**src/core/rsaio_pkg.sv**
```systemverilog
package rsaio_pkg;

  // ****************************************
  // Register map (byte addresses)
  // ****************************************
  localparam logic [7:0] RSAIO_ADDR_CTRL_WORD = 8'h00;
  localparam logic [7:0] RSAIO_ADDR_STATUS_WORD = 8'h04;
  localparam logic [7:0] RSAIO_ADDR_AUX_CMD = 8'h08;
  localparam logic [7:0] RSAIO_ADDR_SOFT_OUT = 8'h0c;
  localparam logic [7:0] RSAIO_ADDR_ANALOG = 8'h10;
  localparam logic [7:0] RSAIO_ADDR_TRIP_CFG = 8'h14;
  localparam logic [7:0] RSAIO_ADDR_ROUTE = 8'h18;

  // ****************************************
  // Control word fields
  // ****************************************
  localparam int RSAIO_CW_ENABLE = 0;
  localparam int RSAIO_CW_START = 1;
  localparam int RSAIO_CW_JOG = 2;
  localparam int RSAIO_CW_JOG_MODE = 3;
  localparam int RSAIO_CW_ALARM_ACK = 8;
  localparam int RSAIO_CW_TRIP_N = 9;
  localparam logic [15:0] RSAIO_CW_RESET = 16'h0000;

  // ****************************************
  // Status word fields
  // ****************************************
  localparam int RSAIO_SW_COAST = 0;
  localparam int RSAIO_SW_FAST_STOP = 1;
  localparam int RSAIO_SW_DISABLE = 2;
  localparam int RSAIO_SW_RUN = 3;
  localparam int RSAIO_SW_JOG = 4;
  localparam int RSAIO_SW_ALARM = 6;
  localparam int RSAIO_SW_RUNNING = 8;
  localparam int RSAIO_SW_ENABLED = 9;
  localparam int RSAIO_SW_ZERO_SPEED = 10;
  localparam int RSAIO_SW_HEALTHY = 11;
  localparam int RSAIO_SW_READY = 12;

  // ****************************************
  // Aux command / trip config / route fields
  // ****************************************
  localparam int RSAIO_AUX_START = 0;
  localparam int RSAIO_AUX_JOG = 1;
  localparam int RSAIO_AUX_ENABLE = 2;
  localparam int RSAIO_AUX_GATE = 3;
  localparam logic [3:0] RSAIO_AUX_RESET = 4'h7;
  localparam int RSAIO_TRIP_DISABLE_BIT = 16;
  localparam int RSAIO_ROUTE_JOG_SEL = 0;
  localparam int RSAIO_ROUTE_EN_SEL = 1;
  localparam int RSAIO_ROUTE_AN1_SEL = 2;

  // Analog values: signed hundredths of a percent
  localparam logic signed [15:0] RSAIO_ANALOG_MAX = 16'sd10000;
  localparam logic signed [15:0] RSAIO_ANALOG_MIN = -16'sd10000;

  // ****************************************
  // Timing: link loss trip delay in milliseconds
  // ****************************************
  localparam int RSAIO_CLK_HZ = 25000000;
  localparam int RSAIO_TICK_US = 1000;
  localparam int RSAIO_TICK_CYCLES = RSAIO_CLK_HZ / 1000000 * RSAIO_TICK_US;
  localparam logic [15:0] RSAIO_TRIP_DELAY_RESET = 16'h0064;

  typedef enum logic [1:0] {RSAIO_TRIP_OK, RSAIO_TRIP_WARN, RSAIO_TRIP_ACTIVE} rsaio_trip_e;

  typedef struct packed {
    logic start;
    logic jog;
    logic enable;
  } rsaio_term_s;

  typedef struct packed {
    logic coast_stop;
    logic fast_stop;
    logic running;
    logic enabled;
    logic zero_speed;
    logic healthy;
    logic ready;
    logic [15:0] health_store;
  } rsaio_drive_s;

  typedef struct packed {
    logic run;
    logic inch;
    logic enable;
    logic jog_mode;
    logic alarm_ack;
    logic remote_trip;
  } rsaio_cmd_s;

endpackage

```
**src/core/rsaio_remote_seq.sv**
```systemverilog
// The AHB-Lite interface to the registers and the register offsets were chosen for this implementation.
`timescale 1ns/1ns
`default_nettype none
// How it works
// - Effective run, inch, enable = terminal input AND software aux command bit.
// - Start, jog, enable terminals pass through this block to drive logic.
// - Three soft digital and two soft analog outputs drive output terminals.
// - Soft analog values clamp to -100.00..100.00 percent; may relay an input.
// - Control word acts only while the remote sequencing gate is set.
// - Control word is 16 bits, reset to zero.
// - Control bit 9 low requests a remote trip; high means normal.
// - Status word is read-only, 16 bits, reserved bits read zero.
// - Status bits 0..4: coast, fast stop, disable, start, jog demands.
// - Status bit 6 sets when stored health word is non-zero; holds until run while healthy.
// - Status bit 8 contactor in and ready; bit 9 drive enabled.
// - Status bit 10 mirrors zero speed.
// - Status bit 11 mirrors healthy.
// - Status bit 12 mirrors ready.
// - After trip acknowledge, healthy returns, alarm stays until restart.
// - Inching input defaults to the second digital terminal.
// - Current control enable defaults to the third digital terminal.
// - Alarm acknowledge is forced true when remote sequencing is off.
// - Trip after programmable delay unless disabled; restart needs ack and start edges.
module rsaio_remote_seq
  import rsaio_pkg::*;
(
  input wire logic hclk,
  input wire logic hresetn,
  input wire logic clk_en,
  input wire logic hsel,
  input wire logic [7:0] haddr,
  input wire logic [1:0] htrans,
  input wire logic hwrite,
  input wire logic [2:0] hsize,
  input wire logic [31:0] hwdata,
  input wire logic hready,
  output logic [31:0] hrdata,
  output logic hreadyout,
  output logic hresp,
  input wire logic run_terminal,
  input wire logic second_digital_terminal,
  input wire logic third_digital_terminal,
  input wire logic alt_inch_source,
  input wire logic alt_enable_source,
  input wire logic signed [15:0] analog_input_1,
  input wire rsaio_drive_s drive_flags,
  output rsaio_cmd_s drive_cmd,
  output logic soft_digital_output_1,
  output logic soft_digital_output_2,
  output logic soft_digital_output_3,
  output logic signed [15:0] soft_analog_output_1,
  output logic signed [15:0] soft_analog_output_2,
  output logic remote_trip_active,
  output logic [1:0] remote_trip_status
);

  // ****************************************
  // Bus slave
  // ****************************************
  logic wr_pend_q;
  logic [7:0] addr_q;
  logic [15:0] ctrl_q;
  logic [3:0] aux_q;
  logic [2:0] dout_q;
  logic signed [15:0] an1_q;
  logic signed [15:0] an2_q;
  logic [15:0] trip_delay_q;
  logic trip_disable_q;
  logic [2:0] route_q;
  logic [31:0] hrdata_q;
  logic [15:0] status_w;
  logic alarm_q;
  logic tripped_q;
  logic ack_prev_q;
  logic start_prev_q;
  logic ack_seen_q;
  logic [15:0] ms_cnt_q;
  logic [$clog2(RSAIO_TICK_CYCLES)-1:0] tick_cnt_q;
  rsaio_trip_e trip_q;
  rsaio_term_s term_w;
  logic gate_w;
  logic ack_w;
  logic start_w;
  logic addr_ph;

  assign addr_ph = hsel && hready && htrans[1] && clk_en;
  assign hreadyout = 1'b1;
  assign hresp = 1'b0;
  assign hrdata = hrdata_q;

  function automatic logic signed [15:0] clamp_pct(input logic [15:0] v);
    logic signed [15:0] s;
    s = $signed(v);
    if (s > RSAIO_ANALOG_MAX)
      return RSAIO_ANALOG_MAX;
    else if (s < RSAIO_ANALOG_MIN)
      return RSAIO_ANALOG_MIN;
    return s;
  endfunction

  always_ff @(posedge hclk or negedge hresetn)
  begin
    if (!hresetn)
    begin
      wr_pend_q <= 1'b0;
      addr_q <= 8'h00;
    end
    else if (clk_en)
    begin
      wr_pend_q <= addr_ph && hwrite;
      addr_q <= haddr;
    end
  end

  // Writes complete in the data phase; zero wait states
  // Back-to-back read of a just-written register would see the old value
  always_ff @(posedge hclk or negedge hresetn)
  begin
    if (!hresetn)
    begin
      ctrl_q <= RSAIO_CW_RESET;
      aux_q <= RSAIO_AUX_RESET;
      dout_q <= 3'h0;
      an1_q <= 16'sh0000;
      an2_q <= 16'sh0000;
      trip_delay_q <= RSAIO_TRIP_DELAY_RESET;
      trip_disable_q <= 1'b0;
      route_q <= 3'h0;
    end
    else if (clk_en && wr_pend_q)
    begin
      case (addr_q)
        RSAIO_ADDR_CTRL_WORD: ctrl_q <= hwdata[15:0];
        RSAIO_ADDR_AUX_CMD: aux_q <= hwdata[3:0];
        RSAIO_ADDR_SOFT_OUT: dout_q <= hwdata[2:0];
        RSAIO_ADDR_ANALOG:
        begin
          an1_q <= clamp_pct(hwdata[15:0]);
          an2_q <= clamp_pct(hwdata[31:16]);
        end
        RSAIO_ADDR_TRIP_CFG:
        begin
          trip_delay_q <= hwdata[15:0];
          trip_disable_q <= hwdata[RSAIO_TRIP_DISABLE_BIT];
        end
        RSAIO_ADDR_ROUTE: route_q <= hwdata[2:0];
        default: ;
      endcase
    end
  end

  // Read data sampled at the address phase so it stands in the data phase
  // Reserved and unmapped bits read zero; software must not rely on them
  always_ff @(posedge hclk or negedge hresetn)
  begin
    if (!hresetn)
      hrdata_q <= 32'h0000_0000;
    else if (addr_ph && !hwrite)
    begin
      case (haddr)
        RSAIO_ADDR_CTRL_WORD: hrdata_q <= {16'h0000, ctrl_q};
        RSAIO_ADDR_STATUS_WORD: hrdata_q <= {16'h0000, status_w};
        RSAIO_ADDR_AUX_CMD: hrdata_q <= {28'h0, aux_q};
        RSAIO_ADDR_SOFT_OUT: hrdata_q <= {29'h0, dout_q};
        RSAIO_ADDR_ANALOG: hrdata_q <= {an2_q, an1_q};
        RSAIO_ADDR_TRIP_CFG:
          hrdata_q <= {13'h0, trip_q, trip_disable_q, trip_delay_q};
        RSAIO_ADDR_ROUTE: hrdata_q <= {29'h0, route_q};
        default: hrdata_q <= 32'h0000_0000;
      endcase
    end
  end

  // ****************************************
  // Sequencing gate and command merge
  // ****************************************
  assign gate_w = aux_q[RSAIO_AUX_GATE];
  // Terminal sources; alternate routing is a config choice, default is the terminal
  assign term_w.start = run_terminal;
  assign term_w.jog = route_q[RSAIO_ROUTE_JOG_SEL] ? alt_inch_source
                                                   : second_digital_terminal;
  assign term_w.enable = route_q[RSAIO_ROUTE_EN_SEL] ? alt_enable_source
                                                     : third_digital_terminal;
  assign ack_w = gate_w ? ctrl_q[RSAIO_CW_ALARM_ACK] : 1'b1;
  assign start_w = term_w.start && aux_q[RSAIO_AUX_START]
                   && (!gate_w || ctrl_q[RSAIO_CW_START]);

  always_ff @(posedge hclk or negedge hresetn)
  begin
    if (!hresetn)
      drive_cmd <= '0;
    else if (clk_en)
    begin
      drive_cmd.run <= start_w && !tripped_q;
      drive_cmd.inch <= term_w.jog && aux_q[RSAIO_AUX_JOG]
                        && (!gate_w || ctrl_q[RSAIO_CW_JOG]);
      drive_cmd.enable <= term_w.enable && aux_q[RSAIO_AUX_ENABLE]
                          && (!gate_w || ctrl_q[RSAIO_CW_ENABLE]);
      drive_cmd.jog_mode <= gate_w && ctrl_q[RSAIO_CW_JOG_MODE];
      drive_cmd.alarm_ack <= ack_w;
      drive_cmd.remote_trip <= trip_q == RSAIO_TRIP_ACTIVE;
    end
  end

  // ****************************************
  // Soft outputs
  // ****************************************
  always_ff @(posedge hclk or negedge hresetn)
  begin
    if (!hresetn)
    begin
      soft_digital_output_1 <= 1'b0;
      soft_digital_output_2 <= 1'b0;
      soft_digital_output_3 <= 1'b0;
      soft_analog_output_1 <= 16'sh0000;
      soft_analog_output_2 <= 16'sh0000;
    end
    else if (clk_en)
    begin
      {soft_digital_output_3, soft_digital_output_2, soft_digital_output_1} <= dout_q;
      // Staging post: output 1 can relay an analog input, clamped to range
      soft_analog_output_1 <= route_q[RSAIO_ROUTE_AN1_SEL] ? clamp_pct(analog_input_1)
                                                           : an1_q;
      soft_analog_output_2 <= an2_q;
    end
  end

  // ****************************************
  // Link loss trip timer
  // ****************************************
  always_ff @(posedge hclk or negedge hresetn)
  begin
    if (!hresetn)
    begin
      trip_q <= RSAIO_TRIP_OK;
      tick_cnt_q <= '0;
      ms_cnt_q <= 16'h0000;
    end
    else if (clk_en)
    begin
      case (trip_q)
        RSAIO_TRIP_OK:
        begin
          tick_cnt_q <= '0;
          ms_cnt_q <= 16'h0000;
          if (gate_w && !ctrl_q[RSAIO_CW_TRIP_N] && !trip_disable_q)
            trip_q <= RSAIO_TRIP_WARN;
        end
        // Bit 9 returning high or the gate clearing before expiry restarts the count
        RSAIO_TRIP_WARN:
        begin
          if (!gate_w || ctrl_q[RSAIO_CW_TRIP_N] || trip_disable_q)
            trip_q <= RSAIO_TRIP_OK;
          else if (ms_cnt_q >= trip_delay_q)
            trip_q <= RSAIO_TRIP_ACTIVE;
          else if (tick_cnt_q == ($clog2(RSAIO_TICK_CYCLES))'(RSAIO_TICK_CYCLES - 1))
          begin
            tick_cnt_q <= '0;
            ms_cnt_q <= ms_cnt_q + 16'h0001;
          end
          else
            tick_cnt_q <= tick_cnt_q + 1'b1;
        end
        RSAIO_TRIP_ACTIVE:
          if (ctrl_q[RSAIO_CW_TRIP_N] || !gate_w)
            trip_q <= RSAIO_TRIP_OK;
        default: trip_q <= RSAIO_TRIP_OK;
      endcase
    end
  end

  // Latched trip clears only after an ack rising edge then a start rising edge
  // A start edge without an earlier ack edge leaves the drive locked out
  always_ff @(posedge hclk or negedge hresetn)
  begin
    if (!hresetn)
    begin
      tripped_q <= 1'b0;
      ack_seen_q <= 1'b0;
      // High so the forced ack after reset does not look like an edge
      ack_prev_q <= 1'b1;
      start_prev_q <= 1'b0;
    end
    else if (clk_en)
    begin
      ack_prev_q <= ack_w;
      start_prev_q <= start_w;
      if (trip_q == RSAIO_TRIP_ACTIVE)
      begin
        tripped_q <= 1'b1;
        ack_seen_q <= 1'b0;
      end
      else if (tripped_q)
      begin
        if (ack_w && !ack_prev_q)
          ack_seen_q <= 1'b1;
        if (ack_seen_q && start_w && !start_prev_q)
          tripped_q <= 1'b0;
      end
    end
  end

  // ****************************************
  // Status word
  // ****************************************
  // Alarm holds after health clears until the drive is started again
  always_ff @(posedge hclk or negedge hresetn)
  begin
    if (!hresetn)
      alarm_q <= 1'b0;
    else if (clk_en)
    begin
      if (drive_flags.health_store != 16'h0000)
        alarm_q <= 1'b1;
      else if (drive_cmd.run && drive_flags.healthy)
        alarm_q <= 1'b0;
    end
  end

  assign remote_trip_active = tripped_q;
  assign remote_trip_status = trip_q;

  always_comb
  begin
    status_w = 16'h0000;
    status_w[RSAIO_SW_COAST] = drive_flags.coast_stop;
    status_w[RSAIO_SW_FAST_STOP] = drive_flags.fast_stop;
    status_w[RSAIO_SW_DISABLE] = !drive_cmd.enable;
    status_w[RSAIO_SW_RUN] = drive_cmd.run;
    status_w[RSAIO_SW_JOG] = drive_cmd.inch;
    status_w[RSAIO_SW_ALARM] = alarm_q;
    status_w[RSAIO_SW_RUNNING] = drive_flags.running;
    status_w[RSAIO_SW_ENABLED] = drive_flags.enabled;
    status_w[RSAIO_SW_ZERO_SPEED] = drive_flags.zero_speed;
    status_w[RSAIO_SW_HEALTHY] = drive_flags.healthy;
    status_w[RSAIO_SW_READY] = drive_flags.ready;
  end

endmodule // rsaio_remote_seq
`default_nettype wire
```
**config.mk**
```make
export PLATFORM = sky130hd
export DESIGN_NAME = rsaio_remote_seq
export DESIGN_NICKNAME = d
export VERILOG_FILES = /design/src/core/rsaio_pkg.sv /design/src/core/rsaio_remote_seq.sv
export SDC_FILE = /design/constraint.sdc
export NUM_CORES = 1
export LEC_CHECK = 0
export ABC_CLOCK_PERIOD_IN_PS = 3100
export BUFFER_PORTS_ARGS = -buffer_cell sky130_fd_sc_hd__buf_2
export CAP_MARGIN = 20
export CORE_ASPECT_RATIO = 0.5
export CORE_MARGIN = 3
export CORE_UTILIZATION = 41
export CTS_BUF_LIST = sky130_fd_sc_hd__clkbuf_4
export DETAILED_ROUTE_END_ITERATION = 7
export HOLD_SLACK_MARGIN = 0.1
export PLACE_DENSITY = 0.66
export SYNTH_ARGS = -nofsm -noshare
export SYNTH_HDL_FRONTEND = slang
export SYNTH_SLANG_ARGS = --single-unit
```
**constraint.sdc**
```tcl
create_clock -name hclk -period 3.1 [get_ports hclk]
set_clock_uncertainty 0.1 [all_clocks]
set_input_delay 0.31 -clock hclk [delete_from_list [all_inputs] [get_ports hclk]]
set_output_delay 0.31 -clock hclk [all_outputs]
set_load 0.01 [all_outputs]
```
# --- Yosys cells after proc, flatten, opt, wreduce, memory -nomap -nowiden ---
# Cells that the tools add are included.
word_totals:
  reg_bits: 195
  inputBits: 95
  output_inout_bits: 78
  wordCells: 157
classes:
  addsub: 2
  magnitude_cmp: 7
  n_eq_ne: 20
  mux: 46
  n_reduce_logical: 52
ops:
  columns: ["operator", "n"]
  rows:
  - ["$pmux W32 S7", 1]
  - ["$mux W16", 13]
  - ["$eq A8 B5 Y1 const B", 6]
  - ["$gt A16 B15 Y1 const B", 3]
  - ["$lt A16 B15 Y1 const B", 3]
  - ["$mux W15", 3]
  - ["$eq A8 B4 Y1 const B", 4]
  - ["$pmux W16 S2", 1]
  - ["$pmux W15 S2", 1]
  - ["$mux W1", 22]
  - ["$logic_and A1 B1 Y1", 20]
  - ["$add A16 B1 Y16 const B", 1]
  - ["$ge A16 B16 Y1", 1]
  - ["$logic_not A8 Y1", 2]
  - ["$reduce_bool A16 Y1", 1]
  - ["$add A15 B1 Y15 const B", 1]
  - ["$eq A15 B15 Y1 const B", 1]
  - ["$reduce_and A2 Y1", 7]
  - ["$ne A2 B2 Y1 const B", 5]
  - ["$eq A8 B3 Y1 const B", 1]
  - ["$logic_not A1 Y1", 8]
  - ["$mux W2", 4]
  - ["$reduce_and A4 Y1", 2]
  - ["$reduce_bool A2 Y1", 4]
  - ["8 further kinds", 12]

# --- Depth between registers and ports, before layout ---
logic_depth:
  depth_word: 8
  depth_mapped: 10
  ltp_nobuf: 8

# --- Worst setup path after synthesis ---
# No wires, ideal clock.
synth_path:
  path_kind: "register -> register"
  from: "reg trip_delay_q[13]"
  to: "reg ms_cnt_q[14]"
  setup_time_ps: 110
  t_arrival_ps: 2470
  required_ps: 2890
  path_slack_ps: 420
  path_stages_with_launch: 10
  n_path_buf: 1
  synth_period_minus_slack_ps: 2680
  path_cell_list: "dfrtp_1 > inv_1 > ha_1 > a211oi_1 > nor2_1 > nor4_2 > nand3_1 > or4_1 > clkbuf_1 > o41ai_1"
synth_between:
  elab_chain_len: 3
synth_rtl:
  columns: ["item", "line", "text"]
  rows:
  - ["from (decl)", "rsaio_remote_seq.sv:67", "logic [15:0] trip_delay_q;"]
  - ["from (signal assigned)", "rsaio_remote_seq.sv:143", "trip_delay_q <= hwdata[15:0];"]
  - ["$ge A16 B16 Y1", "rsaio_remote_seq.sv:254", "else if (ms_cnt_q >= trip_delay_q)"]
  - ["$ne A2 B2 Y1 (no line)", null, null]
  - ["$reduce_and A5 Y1 (no line)", null, null]
  - ["to (signal assigned)", "rsaio_remote_seq.sv:259", "ms_cnt_q <= ms_cnt_q + 16'h0001;"]
  - ["to (decl)", "rsaio_remote_seq.sv:77", "logic [15:0] ms_cnt_q;"]
# No other way between the ends.
# A chain may end at the register's enable or synchronous reset.

# --- Worst setup path in the final report ---
layout_path:
  from: "reg addr_q[0]"
  to: "reg an2_q[12]"
layout_between:
  elab_chain_len: 2
layout_rtl:
  columns: ["item", "line", "text"]
  rows:
  - ["from (decl)", "rsaio_remote_seq.sv:61", "logic [7:0] addr_q;"]
  - ["from (signal assigned)", "rsaio_remote_seq.sv:111", "addr_q <= haddr;"]
  - ["$eq A8 B5 Y1", "rsaio_remote_seq.sv:132", "case (addr_q)"]
  - ["$reduce_and A2 Y1 (no line)", null, null]
  - ["to (signal assigned)", "rsaio_remote_seq.sv:139", "an2_q <= clamp_pct(hwdata[31:16]);"]
  - ["to (decl)", "rsaio_remote_seq.sv:66", "logic signed [15:0] an2_q;"]
# No other way between the ends.

==> qor.txt <==
Status = completed
Share of layout cells above drive strength 1 = 0.2730
CTS tree = built
Die area = 25,280 sq um
Max IR drop VDD = 0.0002749 V
Top sig layer = met4
R2R depth = 7
Commonest non-fill, non-tap cell in the layout = dfrtp_1
Most frequent cells in the layout = dfrtp_1 (188), buf_2 (166), nand2_1 (119), o21ai_0 (86), dlygate4sd3_1 (85)
Final setup vio count = 0
Core Rows = 38
I/O pin cnt = 173
Worst setup margin = 0.1324 ns
Crit path kind = flop to flop
Hold Crit Class = primary input to flop
Initial antenna violation count = 0
Hold path cells = 4
Avg Cell Area, Syn = 10.15 sq um
Power, Total = 5.114 mW
Core area = 22,250 sq um
Mapped Nets = 1,054
First-pass GRT wire length = 45,310 microns
Final GP Congestion = 0.8993
Worst setup SP type = flop
Post-synthesis sequential area ratio = 0.5116
Syn-to-layout area delta = 25.57%
Top_reg_cell synth = dfrtp_1
Hold EP = an2_q[1]
Mapped Area = 9555 sq um
Clock H-tree levels = 4
Total negative slack = 0 ns
Yosys top cell area share = 0.4923
Grt ovf = 0
FF+latch count, synth = 195
Worst-margin pin slew = 0.7900 ns
Post-Place Worst Slack = 0.1507 ns
Clk sinks = 195
Cell Chain, Critical Path = or4_4 > or4_4 > buf_4 > nor3b_4 > buf_2 > a31oi_1 > dlygate4sd3_1
Vias = 8,472
Final slew viol count = 0
Ys Warns = 0
Distinct cells, synth = 72
DR vias/cell = 5.611
Overall Global Routing Usage = 0.2243
Post-synth top area cell = dfrtp_1
Critical Path RT = 3.54 ns
First-pass DRT Iterations = 5
Routed length per instance = 18.55 microns
RR Endpoint = an2_q[12]
Die Y = 114.0 microns
Antenna Nets Post-Route = 0
Cells after synthesis = 941
Achievable clock frequency = 337.0 MHz
CTS Root Buffer Type = clkbuf_4
Min Tclk post-route = 2.968 ns
Max Root-Sink Buffers = 2
Num CTS Buffers = 17
Leak = 5.614 nW
HP Start = hwdata[30]
Largest net degree at the start of global routing = 85
Critical Path AT = 3.41 ns
R2r setup slk = 0.13 ns
Metal3 WL = 1754 microns
Met2 WL post-DR = 13,250 microns
Vias in the first global route = 8,667
Starting Density = 0.4294
Post-Route M1 WL = 12,460 microns
Drt first-iter violations = 566
PortBufs = 166
Reported max-cap violation count = 0
Relative slew margins = 0.4733
CP max FO = 5
Async SR Flop Fraction = 1.000
Synth area leaders = dfrtp_1 (49%), mux2_2 (8.2%), nand2_1 (4.7%)
Power Density = 426.2 nW/um^2
Hold WS = 0.1626 ns
Worst R2R Start = addr_q[0]
Number of nets in the layout = 1,310
Final Cycle Share = 0.9573
DRC Markers = 0
Final WL = 28,010 microns
Post-DP HPWL = 19,960 microns
Most common cell on crit path = or4_4
Setup crit end kind = flop
Hold Fails Final Rpt = 0
RSZ-0062 raised after global routing = false
Largest stage delay, worst path = 0.57 ns
Post-synth EDFFs = 0
Slowest CP cell = dlygate4sd3_1
Die W = 221.9 microns
Worst-path clk slew = 0.16 ns
Clk_lat worst skew = 0.63 ns
sequential cells by signal, indices dropped and copies added (netlist names), 2 cells and up:
signal,cells
hrdata,32
an1_q,16
an2_q,16
ctrl_q,16
ms_cnt_q,16
soft_analog_output_1,16
soft_analog_output_2,16
trip_delay_q,16
tick_cnt_q,15
addr_q,8
drive_cmd,6
aux_q,4
dout_q,3
route_q,3
remote_trip_status,2
per-stage QoR:
step	utilization	std cells	instance area, sq um
4_1_cts	0.5371	1506	11950
2_1_floorplan	-	941	9555
3_5_place_dp	0.4867	1390	10830
6_report	0.5392	1510	12000
3_3_place_gp	0.4863	1389	10820
5_1_grt	0.5391	1509	12000
logic make-up after synthesis:
kind of cell,synth area share
muxes,0.09664
adders and majority gates,0.02462
buffers and inverters,0.03889
other,0.0007859
AOI/OAI and AO/OA,0.1660
DFF,0.5116
and+or+nand+nor,0.1615
metal layers:
metal / track usage / vias to the layer above
met5: 0 / -
met4: 0.06684 / 0
met3: 0.06274 / 44
met2: 0.3646 / 263
met1: 0.2962 / 4209
li1: - / 3956
worst max-delay path, delay by kind of cell (launching register included):
family                 cells  cell delay (ns)
DFF                        1             0.42
and+or+nand+nor            3             1.31
AOI/OAI and AO/OA          1             0.09
buffers and inverters      3             0.97
power breakdown:
group / internal, mW / total (mW) / switching (mW)
sequential: 2.63 / 2.71 / 0.0766
combinational: 0.403 / 1.02 / 0.618
clock: 0.496 / 1.38 / 0.888
synthesized netlist by cell type (14+ instances only):
master	instances
a21oi_1	41
clkbuf_1	38
dfrtp_1	188
ha_1	18
inv_1	45
mux2_2	70
nand2_1	119
nand2b_1	14
nand3_1	28
nor2_1	51
nor3_1	16
o21ai_0	86
o31ai_1	17
how the worst max path moves through the flow:
| stage | from | endpoint | slack, ns | depth (start not counted) |
|---|---|---|---|---|
| finish | addr_q[0] | an2_q[12] | 0.13 | 7 |
| global route | addr_q[0] | an2_q[2] | 0.02 | 8 |
| CTS | addr_q[0] | an2_q[0] | 0.02 | 6 |
| detailed placement | tick_cnt_q[12] | ms_cnt_q[15] | 0.15 | 6 |
| global placement | tick_cnt_q[12] | ms_cnt_q[13] | 0.18 | 6 |
| floorplan | trip_delay_q[13] | ms_cnt_q[14] | 0.42 | 9 |
cell type report:
type	count	area (sq um)
Fill cell	1986	10250
Sequential cell	195	4888
Multi-Input combinational cell	652	4329
Timing Repair Buffer	285	1959
Tap cell	300	375.4
Inverter	46	172.7
Clock buffer	19	142.6
Clock inverter	12	128.9
Antenna cell	1	2.502
what timing repair did:
| action | in CTS | in global routing |
|---|---|---|
| setup buffers | 0 | 1 |
| hold buffers | 85 | 0 |
| setup endpoints to repair | 0 | 16 |
| resized for setup | 0 | 5 |
| endpoints found under the hold margin | 211 | 0 |
Power figures use the tool's default switching activity.
